File: src/logic/sdcd_pkg.sv
// constants, command codes and first-beat decoder of the sdram command decoder
package sdcd_pkg;

   // ==========================================================
   // widths and counts
   localparam int SDCD_CA_W = 6;
   localparam int SDCD_BANK_W = 3;
   localparam int SDCD_ROW_W = 16;
   localparam int SDCD_COL_W = 10;
   localparam int SDCD_MA_W = 6;
   localparam int SDCD_OP_W = 8;
   localparam int SDCD_MPC_W = 7;
   localparam logic [1:0] SDCD_MPC_GAP = 2'h2;

   // ==========================================================
   // mpc operands that are followed by cas-2
   localparam logic [6:0] SDCD_MPC_RD_CAL = 7'h43;
   localparam logic [6:0] SDCD_MPC_WR_FIFO = 7'h47;
   localparam logic [6:0] SDCD_MPC_RD_FIFO = 7'h41;

   // ==========================================================
   // command kinds and phases
   typedef enum logic [3:0] {
      SDCD_NONE = 4'h0, SDCD_MPC = 4'h1, SDCD_PRE = 4'h2, SDCD_REF = 4'h3,
      SDCD_SRE = 4'h4, SDCD_WR1 = 4'h5, SDCD_SRX = 4'h6, SDCD_MWR1 = 4'h7,
      SDCD_RD1 = 4'h8, SDCD_CAS2 = 4'h9, SDCD_MRW1 = 4'ha, SDCD_MRW2 = 4'hb,
      SDCD_MRR1 = 4'hc, SDCD_ACT1 = 4'hd, SDCD_ACT2 = 4'he, SDCD_RSVD = 4'hf
   } sdcd_cmd_e;

   typedef enum logic {
      SDCD_PH_FIRST = 1'b0,
      SDCD_PH_SECOND = 1'b1
   } sdcd_phase_e;

   // ==========================================================
   // first-beat classification, select read as ca2 ca3 ca4
   function automatic sdcd_cmd_e sdcd_decode(input logic [5:0] ca);
      sdcd_cmd_e k;
      k = SDCD_RSVD;
      if (ca[0]) begin
         k = ca[1] ? SDCD_ACT2 : SDCD_ACT1;
      end else if (!ca[1]) begin
         unique case ({ca[2], ca[3], ca[4]})
            3'h0: k = SDCD_MPC;
            3'h1: k = SDCD_PRE;
            3'h2: k = SDCD_REF;
            3'h3: k = SDCD_SRE;
            3'h4: k = SDCD_WR1;
            3'h5: k = SDCD_SRX;
            3'h6: k = SDCD_MWR1;
            3'h7: k = SDCD_RSVD;
         endcase
      end else begin
         unique case ({ca[2], ca[3], ca[4]})
            3'h0: k = SDCD_RD1;
            3'h1: k = SDCD_CAS2;
            3'h4: k = SDCD_MRW1;
            3'h5: k = SDCD_MRW2;
            3'h6: k = SDCD_MRR1;
            default: k = SDCD_RSVD;
         endcase
      end
      return k;
   endfunction

endpackage

File: src/logic/sdcd_decoder.sv
// two-beat command decoder with field extraction and sticky illegal-sequence flag
`timescale 1ns/100ps
module sdcd_decoder
   import sdcd_pkg::*;
#(
   parameter logic BL_DEFAULT = 1'b0 // burst select when on-the-fly is off, 0 = 16
)(
   input wire logic mclk, // command clock
   input wire logic rst_n, // async reset, active low
   input wire logic cke, // clock enable pin, asynchronous
   input wire logic cs, // chip select
   input wire logic [5:0] ca, // command/address bus
   input wire logic otf_bl_en, // on-the-fly burst length enable
   output logic cmd_valid, // one-cycle pulse per completed command
   output sdcd_cmd_e cmd_kind, // completed command kind
   output logic [2:0] bank, // bank address
   output logic all_banks_flag, // precharge/refresh to every bank
   output logic auto_precharge_flag, // auto precharge after burst
   output logic burst_length_select, // 1 = 32 beats, 0 = 16 beats
   output logic [15:0] row, // row address on activate-2
   output logic [9:0] column, // column address on cas-2
   output logic [5:0] mr_addr, // mode register address
   output logic [7:0] mr_op, // mode register operand
   output logic [6:0] mpc_op, // mpc operand
   output logic seq_error // illegal sequence seen, held until reset
);

   logic cke_m;
   logic cke_s;
   sdcd_phase_e phase;
   sdcd_cmd_e first_cmd;
   sdcd_cmd_e cur_cmd;
   logic first_ca5;
   logic [3:0] first_hi; // ca5..ca2 of the latest first beat
   logic first_edge;
   logic desel;
   logic done;
   logic pair_err;
   logic c9_hold;
   logic [5:0] row_hi;
   logic op7_hold;

   assign cur_cmd = sdcd_decode(ca);
   assign first_edge = (phase == SDCD_PH_FIRST) && cs;
   assign desel = (phase == SDCD_PH_FIRST) && !cs;
   assign done = (phase == SDCD_PH_SECOND);

   // ==========================================================
   // clock enable synchroniser
   always_ff @(posedge mclk or negedge rst_n) begin
      if (!rst_n) begin
         cke_m <= 1'b0;
         cke_s <= 1'b0;
      end else begin
         cke_m <= cke;
         cke_s <= cke_m;
      end
   end

   // ==========================================================
   // beat phase and first-beat capture
   always_ff @(posedge mclk or negedge rst_n) begin
      if (!rst_n) begin
         phase <= SDCD_PH_FIRST;
      end else begin
         unique case (phase)
            SDCD_PH_FIRST: if (cs) begin
               phase <= SDCD_PH_SECOND;
            end
            SDCD_PH_SECOND: phase <= SDCD_PH_FIRST;
         endcase
      end
   end

   always_ff @(posedge mclk or negedge rst_n) begin
      if (!rst_n) begin
         first_cmd <= SDCD_NONE;
         first_ca5 <= 1'b0;
         first_hi <= 4'h0;
      end else if (first_edge) begin
         first_cmd <= cur_cmd;
         first_ca5 <= ca[5];
         first_hi <= ca[5:2];
      end
   end

   sdcd_pair_track u_pair (
      .mclk(mclk),
      .rst_n(rst_n),
      .first_edge(first_edge),
      .desel(desel),
      .cmd(cur_cmd),
      .done(done),
      .done_cmd(first_cmd),
      .done_mpc({first_ca5, ca}),
      .pair_err(pair_err)
   );

   // ==========================================================
   // held halves of split fields
   always_ff @(posedge mclk or negedge rst_n) begin
      if (!rst_n) begin
         c9_hold <= 1'b0;
         row_hi <= 6'h00;
         op7_hold <= 1'b0;
      end else if (done) begin
         if (first_cmd == SDCD_WR1 || first_cmd == SDCD_MWR1 || first_cmd == SDCD_RD1) begin
            c9_hold <= ca[4];
         end
         if (first_cmd == SDCD_ACT1) begin
            row_hi <= {first_hi, ca[5], ca[4]};
         end
         if (first_cmd == SDCD_MRW1) begin
            op7_hold <= first_ca5;
         end
      end
   end

   // ==========================================================
   // decoded outputs on the second edge
   always_ff @(posedge mclk or negedge rst_n) begin
      if (!rst_n) begin
         cmd_valid <= 1'b0;
         cmd_kind <= SDCD_NONE;
         bank <= 3'h0;
         all_banks_flag <= 1'b0;
         auto_precharge_flag <= 1'b0;
         burst_length_select <= 1'b0;
         row <= 16'h0000;
         column <= 10'h000;
         mr_addr <= 6'h00;
         mr_op <= 8'h00;
         mpc_op <= 7'h00;
      end else begin
         cmd_valid <= done;
         if (done) begin
            cmd_kind <= first_cmd;
            unique case (first_cmd)
               SDCD_PRE, SDCD_REF: begin
                  all_banks_flag <= first_ca5;
                  if (!first_ca5) begin
                     bank <= ca[2:0];
                  end
               end
               SDCD_WR1, SDCD_RD1, SDCD_MWR1: begin
                  bank <= ca[2:0];
                  auto_precharge_flag <= ca[5];
                  if (first_cmd == SDCD_MWR1) begin
                     burst_length_select <= 1'b0;
                  end else begin
                     burst_length_select <= otf_bl_en ? first_ca5 : BL_DEFAULT;
                  end
               end
               SDCD_CAS2: column <= {c9_hold, first_ca5, ca, 2'h0};
               SDCD_MPC: mpc_op <= {first_ca5, ca};
               SDCD_ACT1: bank <= ca[2:0];
               SDCD_ACT2: row <= {row_hi, first_hi, ca};
               SDCD_MRW1, SDCD_MRR1: mr_addr <= ca;
               SDCD_MRW2: mr_op <= {op7_hold, first_ca5, ca};
               default: ;
            endcase
         end
      end
   end

   // ==========================================================
   // sticky illegal-sequence flag, cleared only by reset
   always_ff @(posedge mclk or negedge rst_n) begin
      if (!rst_n) begin
         seq_error <= 1'b0;
      end else if (pair_err || (done && cs) ||
                   (done && first_cmd == SDCD_RSVD) ||
                   ((first_edge || done) && !cke_s) ||
                   (done && first_cmd == SDCD_MWR1 && first_ca5)) begin
         seq_error <= 1'b1;
      end
   end

   // ==========================================================
   // assertions
   a_desel_quiet: assert property (@(posedge mclk) disable iff (!rst_n)
      desel |=> !cmd_valid) else $error("deselect produced a command");
   a_two_edge_cmd: assert property (@(posedge mclk) disable iff (!rst_n)
      first_edge |=> !cmd_valid ##1 cmd_valid) else $error("command not two edges");
   a_pre_decode: assert property (@(posedge mclk) disable iff (!rst_n)
      first_edge && ca == {ca[5], 5'h10} |=> ##1 cmd_kind == SDCD_PRE)
      else $error("precharge misdecoded");
   a_act_decode: assert property (@(posedge mclk) disable iff (!rst_n)
      first_edge && ca[1:0] == 2'h1 |=> ##1 cmd_kind == SDCD_ACT1)
      else $error("activate-1 misdecoded");
   a_all_banks: assert property (@(posedge mclk) disable iff (!rst_n)
      done && first_cmd == SDCD_PRE |=> all_banks_flag == $past(first_ca5))
      else $error("all-banks flag wrong");
   a_read_fields: assert property (@(posedge mclk) disable iff (!rst_n)
      done && first_cmd == SDCD_RD1 |=> auto_precharge_flag == $past(ca[5]) &&
      bank == $past(ca[2:0])) else $error("read fields wrong");
   a_otf_burst: assert property (@(posedge mclk) disable iff (!rst_n)
      done && first_cmd == SDCD_WR1 && otf_bl_en |=> burst_length_select == $past(first_ca5))
      else $error("on-the-fly burst wrong");
   a_mwr_bl16: assert property (@(posedge mclk) disable iff (!rst_n)
      done && first_cmd == SDCD_MWR1 |=> !burst_length_select) else $error("masked burst not 16");
   a_cas_column: assert property (@(posedge mclk) disable iff (!rst_n)
      done && first_cmd == SDCD_CAS2 |=> column[1:0] == 2'h0 && column[7:2] == $past(ca))
      else $error("cas-2 column wrong");
   a_mrw_operand: assert property (@(posedge mclk) disable iff (!rst_n)
      done && first_cmd == SDCD_MRW2 |=> mr_op[5:0] == $past(ca)) else $error("mrw operand wrong");
   a_error_sticky: assert property (@(posedge mclk) disable iff (!rst_n)
      seq_error |=> seq_error) else $error("error flag cleared without reset");
   a_row_fields: assert property (@(posedge mclk) disable iff (!rst_n)
      done && first_cmd == SDCD_ACT2 |=> row[5:0] == $past(ca) && row[9] == $past(first_ca5))
      else $error("activate-2 row wrong");
   a_mpc_operand: assert property (@(posedge mclk) disable iff (!rst_n)
      done && first_cmd == SDCD_MPC |=>
      mpc_op[5:0] == $past(ca) && mpc_op[6] == $past(first_ca5))
      else $error("mpc operand wrong");
   a_cs_second: assert property (@(posedge mclk) disable iff (!rst_n)
      done && cs |=> seq_error) else $error("chip select on second edge not flagged");
   a_pair_flag: assert property (@(posedge mclk) disable iff (!rst_n)
      pair_err |=> seq_error) else $error("pairing violation not flagged");
   a_bank_field: assert property (@(posedge mclk) disable iff (!rst_n)
      done && first_cmd == SDCD_REF && !first_ca5 |=> bank == $past(ca[2:0]))
      else $error("refresh bank wrong");

endmodule

File: src/logic/sdcd_pair_track.sv
// tracker of mandatory first/second half pairing and post-mpc idle gap
`timescale 1ns/100ps
module sdcd_pair_track
   import sdcd_pkg::*;
(
   input wire logic mclk, // command clock
   input wire logic rst_n, // async reset, active low
   input wire logic first_edge, // chip select high on a first edge
   input wire logic desel, // deselect edge
   input wire sdcd_cmd_e cmd, // kind decoded on this first edge
   input wire logic done, // second edge of a command
   input wire sdcd_cmd_e done_cmd, // kind being completed
   input wire logic [6:0] done_mpc, // mpc operand being completed
   output logic pair_err // high the cycle after each violating edge, held through deselects while a half is pending
);

   logic need_cas;
   logic need_act2;
   logic need_mrw2;
   logic [1:0] gap;
   logic mpc_cas;

   assign mpc_cas = (done_mpc == SDCD_MPC_RD_CAL) || (done_mpc == SDCD_MPC_WR_FIFO) ||
                    (done_mpc == SDCD_MPC_RD_FIFO);

   // ==========================================================
   // pending second halves
   always_ff @(posedge mclk or negedge rst_n) begin
      if (!rst_n) begin
         need_cas <= 1'b0;
         need_act2 <= 1'b0;
         need_mrw2 <= 1'b0;
      end else if (first_edge) begin
         need_cas <= 1'b0;
         need_act2 <= 1'b0;
         need_mrw2 <= 1'b0;
      end else if (done) begin
         need_cas <= (done_cmd == SDCD_WR1) || (done_cmd == SDCD_MWR1) ||
                     (done_cmd == SDCD_RD1) || (done_cmd == SDCD_MRR1) ||
                     (done_cmd == SDCD_MPC && mpc_cas);
         need_act2 <= (done_cmd == SDCD_ACT1);
         need_mrw2 <= (done_cmd == SDCD_MRW1);
      end
   end

   // ==========================================================
   // idle gap after oscillator and calibration mpc
   always_ff @(posedge mclk or negedge rst_n) begin
      if (!rst_n) begin
         gap <= 2'h0;
      end else if (done && done_cmd == SDCD_MPC && !mpc_cas) begin
         gap <= SDCD_MPC_GAP;
      end else if ((desel || first_edge) && gap != 2'h0) begin
         gap <= gap - 2'h1;
      end
   end

   // ==========================================================
   // violation pulse
   always_ff @(posedge mclk or negedge rst_n) begin
      if (!rst_n) begin
         pair_err <= 1'b0;
      end else begin
         pair_err <= (first_edge && ((need_cas != (cmd == SDCD_CAS2)) ||
                                     (need_act2 != (cmd == SDCD_ACT2)) ||
                                     (need_mrw2 != (cmd == SDCD_MRW2)) ||
                                     gap != 2'h0)) ||
                     (desel && (need_cas || need_act2 || need_mrw2));
      end
   end

endmodule

File: config.mk
export PLATFORM = sky130hd
export DESIGN_NAME = sdcd_decoder
export DESIGN_NICKNAME = d
export VERILOG_FILES = /design/src/logic/sdcd_pkg.sv /design/src/logic/sdcd_decoder.sv /design/src/logic/sdcd_pair_track.sv
export SDC_FILE = /design/constraint.sdc
export NUM_CORES = 1
export LEC_CHECK = 0
export CORE_MARGIN = 3
export CORE_UTILIZATION = 54
export DETAILED_ROUTE_END_ITERATION = 7
export DONT_BUFFER_PORTS = 1
export PLACE_DENSITY = 0.69
export SETUP_SLACK_MARGIN = 0.4
export SKIP_LAST_GASP = 1
export SLEW_MARGIN = 30
export SYNTH_ARGS = -nofsm -noshare
export SYNTH_HDL_FRONTEND = slang
export SYNTH_HIERARCHICAL = 1
export SYNTH_SLANG_ARGS = --single-unit
export TNS_END_PERCENT = 50
File: constraint.sdc
create_clock -name mclk -period 2.9 [get_ports mclk]
set_input_delay 0 -clock mclk [delete_from_list [all_inputs] [get_ports mclk]]
set_output_delay 0 -clock mclk [all_outputs]
set_load 0.02 [all_outputs]
==> flow_summary.ini, run 1 <==
[clock_tree]
cts_made_buffers = 9
cts_tree = yes
post_cts_buffers = 0
clk_path_buf_depth = 2
htreeDepth = 3
cts.sinks = 82
clk_pin_slew_worst_paths_ps = 80
clockRootBuffer = clkbuf_8
clock_latency_ps = 340

[timing]
maxSlewViolCount = 0
fin_crit_ps = 2470
setup-violations-final = 0
max_freq_mhz = 404
worst_pin_slew_ps = 696
maxSlewHeadroom_pct = 53.6
rsz0062_at_grt = yes
hold_viol_final = 0
finalSetupTns_ps = 0
fin_skew_ps = 6.89
finalCritPeriodShare_pct = 85.3

[global_routing]
grt_pass1_vias = 2265
grt_pass1_wl_mm = 11.8
gr-total-overflow = 0
grt_use_total_pct = 20.0
grt_start_max_net_pins = 83
grt_antenna_before_repair = 0

[min_path]
hold_class = in2reg

[worst_setup_path]
critPathMaxStageDelay_ps = 760
critPathKind = reg2reg
critPathLaunchType = register
reg2reg_depth = 5
crit_start = first_cmd[3]
path_max_fanout = 19
required_ps = 3130
cp_slowest_cell = dfrtp_1
crit_chain = or4b_4, o21ai_2, nand2_1, mux2_2, dlygate4sd3_1
r2r_setup_slack_ps = 430
r2r_start = first_cmd[3]
regToRegEndpoint = c9_hold
worstSetupEndpoint = c9_hold
arrival_ps = 2710
crit_path_end_kind = register

[layout]
insertedDiodeCount = 0
final_layout_size_suffix_gt1_share_pct = 30.9
fill_cells = 510
area_growth_pct = 10.1
nNetsFinal = 313

[routing]
wl_per_cell_um = 19.3
vias = 2221
drc_errors = 0
dr.pass1.iters = 4
drt-initial-drc-count = 103
avgViaCountPerCell = 5.88
wl_mm = 7.30
drtAntennaViolNets = 0

[synthesis]
synthCells = 285
yosys-top-cells-area = dfrtp_1 56%, mux2_2 17%, ha_1 2.0%
synth_ff_type = dfrtp_1
avgSynthCellArea_um2 = 12.9
ys_types = 57
synth_top_family_by_area = multiplexers
seq_area_frac_synth_pct = 56.0
yosysWarnings = 6
ys_async_sr_fraction_pct = 100
synthMuxAreaShare_pct = 19.3
synth_edf_count = 0
post-synth-top-area-fraction_pct = 56.0
synth_seq_cells = 82
synth_compound_area_share_pct = 7.88
yosys.area.top_type = dfrtp_1
synth_area_um2 = 3670
synthXorXnorAreaFrac_pct = 0.478
synth_adder_area_share_pct = 2.05
synthSimpleGateAreaFrac_pct = 10.8

[run_status]
status = finished, final reports clean

[floorplan]
rows = 29
die_w_um = 88.4
dieHeight_um = 88.4
die_area_um2 = 7820
initial_core_util_pct = 56.8
io_pins = 70
fp.coreArea_um2 = 6460

[pwr]
power_leakage_nw = 1.78
p_per_area_nw_per_um2 = 955
power_w = 0.00386
vdd_ir_drop_max_v = 0.000585

[run]
cap_violations = 0

[placed_design]
port_buffers = 0
hpwlAfterDp_mm = 4.62
routabilityCongestion = 0.749
-- metrics by stage --
| step | std cells | hold slack [ps] | area (µm²) | util, % | setup WS, ps |
|---|---|---|---|---|---|
| after floorplan | 286 | -296 | 3670 | - | 1130 |
| after global placement | 349 | -292 | 3690 | 57.1 | 881 |
| after detailed placement | 349 | -293 | 3690 | 57.1 | 839 |
| after CTS | 378 | 1.47 | 4020 | 62.3 | 440 |
| after global routing | 378 | 11.9 | 4040 | 62.5 | 321 |
| final | 378 | 9.50 | 4040 | 62.5 | 428 |
-- state kept, by name (all words and copies together), names as in the netlist, 2 cells and up --
register and count:
column 8, bank 3, row 16, row_hi 6, mpc_op 7, cmd_kind 4, first_cmd 4, mr_op 8
first_hi 3, u_pair/gap 2, mr_addr 6
-- timing repair --
item,CTS,global route
resized for setup,0,6
setup endpoints to repair,0,3
hold buffers,13,0
endpoints found under the hold margin,131,0
-- cells in the mapped netlist (2+ instances only) --
master / number
a21oi_1: 5
and3_1: 2
buf_2: 4
buf_4: 3
buf_6: 2
clkbuf_1: 5
dfrtp_1: 82
ha_1: 6
inv_1: 10
mux2_2: 54
mux2_4: 4
mux2i_1: 3
nand2_1: 19
nand2b_1: 6
nand4_1: 2
nor2_1: 11
nor2b_1: 7
nor3_2: 2
nor3b_1: 3
nor4_1: 2
o21ai_0: 13
o21ai_2: 2
o21ba_2: 2
o31ai_1: 3
-- metal layers --
layer  global-route usage [%]  vias to the layer above  wire [µm]
li1                         -                     1023          -
met1                     27.1                     1133       3270
met2                     30.4                       60       3360
met3                     7.82                        5        582
met4                     5.36                        0         78
met5                        0                        -          0
-- logic make-up (layout without fill, tap and decap cells) --
group,after synthesis,count (layout)
other,1,2
buffers and inverters,25,40
adders and majority gates,6,6
and+or+nand+nor,67,67
AOI/OAI and AO/OA,40,40
xor gates and xnor gates,2,2
DFF,82,82
muxes,62,62
-- final cells by class --
| type | instances | area, µm² | share of cell area (%) |
|---|---|---|---|
| clock buffer | 12 | 135 | 3.35 |
| clock inverter | 4 | 51.3 | 1.27 |
| inverter | 10 | 37.5 | 0.929 |
| multi-input combinational | 179 | 1510 | 37.4 |
| sequential | 82 | 2050 | 50.8 |
| tap | 77 | 96.3 | 2.39 |
| timing repair buffer | 14 | 155 | 3.84 |
-- how the worst min path moves through the flow --
stage	startpoint	to	slack, ps	cells past startpoint
floorplan	rst_n	all_banks_flag	-300	0
global placement	rst_n	u_pair/pair_err	-290	0
detailed placement	rst_n	mpc_op[1]	-290	0
CTS	ca[0]	first_cmd[3]	1	2
global route	ca[1]	first_cmd[1]	10	2
finish	ca[1]	first_cmd[1]	9	2
-- report_power, final --
| group | switching [W] | leakage, nW | internal (W) |
|---|---|---|---|
| registers | 0.000786 | 0.987 | 0.00159 |
| logic | 0.000259 | 0.702 | 0.000428 |
| clock network | 0.000398 | 0.0910 | 0.000401 |
| total | 0.00144 | 1.78 | 0.00241 |
-- worst max-delay path: cells and delay by family (launching register included) --
| kind | cells | cell delay, ps |
|---|---|---|
| DFF | 1 | 760 |
| and+or+nand+nor | 2 | 690 |
| buffers and inverters | 1 | 550 |
| muxes | 1 | 280 |
| AOI/OAI and AO/OA | 1 | 80 |
-- layout by cell type (no fill, tap or decap), drive strengths merged, types with 3 or more instances in the layout --
cell and instances:
nor3b 4, nand2 19, ha 6, o21ai 15
mux2 59, nand4 3, nor2 11, mux2i 3
dfrtp 82, inv 11, clkbuf 12, a21oi 5
dlygate4sd3 12, o31ai 3, nor3 3, nand2b 6
nor2b 7
(Power assumes the default switching activity.)
==> run 2, diff against run 1 <==
--- a/config.mk
+++ b/config.mk
@@ -9,7 +9,7 @@
 export CORE_UTILIZATION = 54
 export DETAILED_ROUTE_END_ITERATION = 7
 export DONT_BUFFER_PORTS = 1
-export PLACE_DENSITY = 0.69
+export PLACE_DENSITY = 0.72
 export SETUP_SLACK_MARGIN = 0.4
 export SKIP_LAST_GASP = 1
 export SLEW_MARGIN = 30
==> constraint.sdc (replaced) <==
create_clock -name mclk -period 2.1 [get_ports mclk]
set_input_delay 0 -clock mclk [delete_from_list [all_inputs] [get_ports mclk]]
set_output_delay 0 -clock mclk [all_outputs]
set_load 0.02 [all_outputs]
==> run 2 against run 1 <==
  * The flow now finishes with violations (hold timing)
  * Hold slack worse by 670 ps
  * Non-clock buffer count increased by 19
  * Critical path depth shrank 1
  * Via count rose by 4.2%
  * Sequential share of layout area down 2.4 points
  * Cell count increased by 4.8%
  * Utilization rose by 3.2 points
  * Setup slack got worse by 4.4 ps
  * Clock power rose by 70%
  * Critical path type unchanged
==> flow_summary.ini, run 2 (synthesis results as in run 1) <==
[run_status]
status = finished with violations
violations = hold timing

[global_routing]
gr-total-overflow = 0
grt_pass1_vias = 2279
grt_use_total_pct = 21.1
grt_start_max_net_pins = 83
grt_antenna_before_repair = 0
grt_pass1_wl_mm = 12.2

[placed_design]
placed_area_um2 = 3750
routabilityCongestion = 0.786
hpwlAfterDp_mm = 4.91
place_inst = 356
port_buffers = 0
dp_slack_ps = 148

[floorplan]
io_pins = 70
die_w_um = 88.4
rows = 29
initial_core_util_pct = 56.8
fp.coreArea_um2 = 6460
die_area_um2 = 7820
dieHeight_um = 88.4

[clock_tree]
clk_path_buf_depth = 2
clock_latency_ps = 350
cts.sinks = 82
clockRootBuffer = clkbuf_8
cts_made_buffers = 9
htreeDepth = 3
cts_tree = yes
clk_pin_slew_worst_paths_ps = 80
cts.hold.buffers_added = 15

[timing]
hold_viol_final = 82
fin_ws_ps = 423
hold_slack_ps = -659
max_freq_mhz = 596
fin_skew_ps = 8.26
finalCritPeriodShare_pct = 79.8
maxSlewViolCount = 0
finalSetupTns_ps = 0
setup-violations-final = 0
fin_crit_ps = 1680
rsz0062_at_grt = yes

[layout]
final_common_cell = dfrtp_1
largest_register_ffs = 16
layout_common_cells = 78 x dfrtp_1, 54 x mux2_2, 18 x nand2_1, 17 x buf_4, 15 x dlygate4sd3_1
insertedDiodeCount = 0
nNetsFinal = 332
reg_top3 = row x16, column x8, mr_op x8
largest_register = row
area_growth_pct = 15.7
final_layout_size_suffix_gt1_share_pct = 35.7
finalNonFillerCells = 396
final_area_um2 = 4240

[worst_setup_path]
r2r_setup_slack_ps = 420
critPathKind = reg2reg
regToRegEndpoint = c9_hold
r2r_start = first_cmd[0]
crit_path_end_kind = register
cp_slowest_cell = or4b_4
required_ps = 2330
critPathLaunchType = register
critPathMaxStageDelay_ps = 600
reg2reg_depth = 4
path_max_fanout = 7
crit_chain = or4b_4, o21ai_4, nand2_2, mux2_2
arrival_ps = 1910

[routing]
drt-initial-drc-count = 104
avgViaCountPerCell = 5.84
dr.pass1.iters = 4
wl_mm = 7.69
wl_per_cell_um = 19.4
drc_errors = 0
vias = 2314
drtAntennaViolNets = 0

[pwr]
vdd_ir_drop_max_v = 0.000831
power_leakage_nw = 1.90
p_per_area_nw_per_um2 = 1330

[run]
cap_violations = 0

[min_path]
hold_class = in2async
run 2: changes by cell type in the layout (fill, tap and decap cells not counted), sizes merged:
cell and delta:
clkinv -1, bufinv +2, buf +15, dlygate4sd3 +3
clkinvlp -1
run 2: final cells by class:
type	count	area (µm²)
Tap cell	77	96.3
Fill cell	449	2210
Sequential cell	82	2060
Clock buffer	11	141
Clock inverter	4	98.8
Inverter	10	37.5
Multi-Input combinational cell	179	1530
Timing Repair Buffer	33	283
run 2: worst max-delay path by stage:
| stage | end | from | cells past startpoint | slack [ps] |
|---|---|---|---|---|
| finish | c9_hold | first_cmd[0] | 4 | 420 |
| detailed placement | u_pair/pair_err | ca[3] | 9 | 150 |
| CTS | c9_hold | first_cmd[0] | 4 | 420 |
| floorplan | u_pair/pair_err | ca[4] | 10 | 410 |
| global placement | u_pair/pair_err | ca[3] | 9 | 210 |
| global route | bank[2] | first_cmd[2] | 5 | 350 |
run 2: repair_timing:
| action | CTS | global route |
|---|---|---|
| setup endpoints to repair | 14 | 13 |
| setup buffers | 0 | 10 |
| cloned | 0 | 0 |
| pin swaps | 0 | 1 |
| endpoints found under the hold margin | 134 | 82 |
| resized for setup | 6 | 3 |
run 2: worst max-delay path: cells and delay by family (launching register included):
kind,cells,cell delay [ps]
and+or+nand+nor,2,710
DFF,1,450
muxes,1,300
AOI/OAI and AO/OA,1,100
run 2: metrics by stage:
stage | util (%) | power, W
CTS | 64.3 | 0.00561
detailed placement | 58.1 | 0.00421
global route | 65.7 | 0.00592
global placement | 58.1 | 0.00415
finish | 65.7 | 0.00563
floorplan | - | 0.00393
run 2: per-layer routing:
layer / part of all wire [%] / vias up / track usage [%]
li1: - / 1066 / -
met1: 44 / 1166 / 28.0
met3: 7.7 / 12 / 6.70
met5: 0 / - / 0
met2: 47 / 70 / 32.2
met4: 1.3 / 0 / 8.65
run 2: power by group:
group | internal (W) | switching, W
combinational | 0.000627 | 0.000385
clock | 0.000821 | 0.000540
sequential | 0.00219 | 0.00106
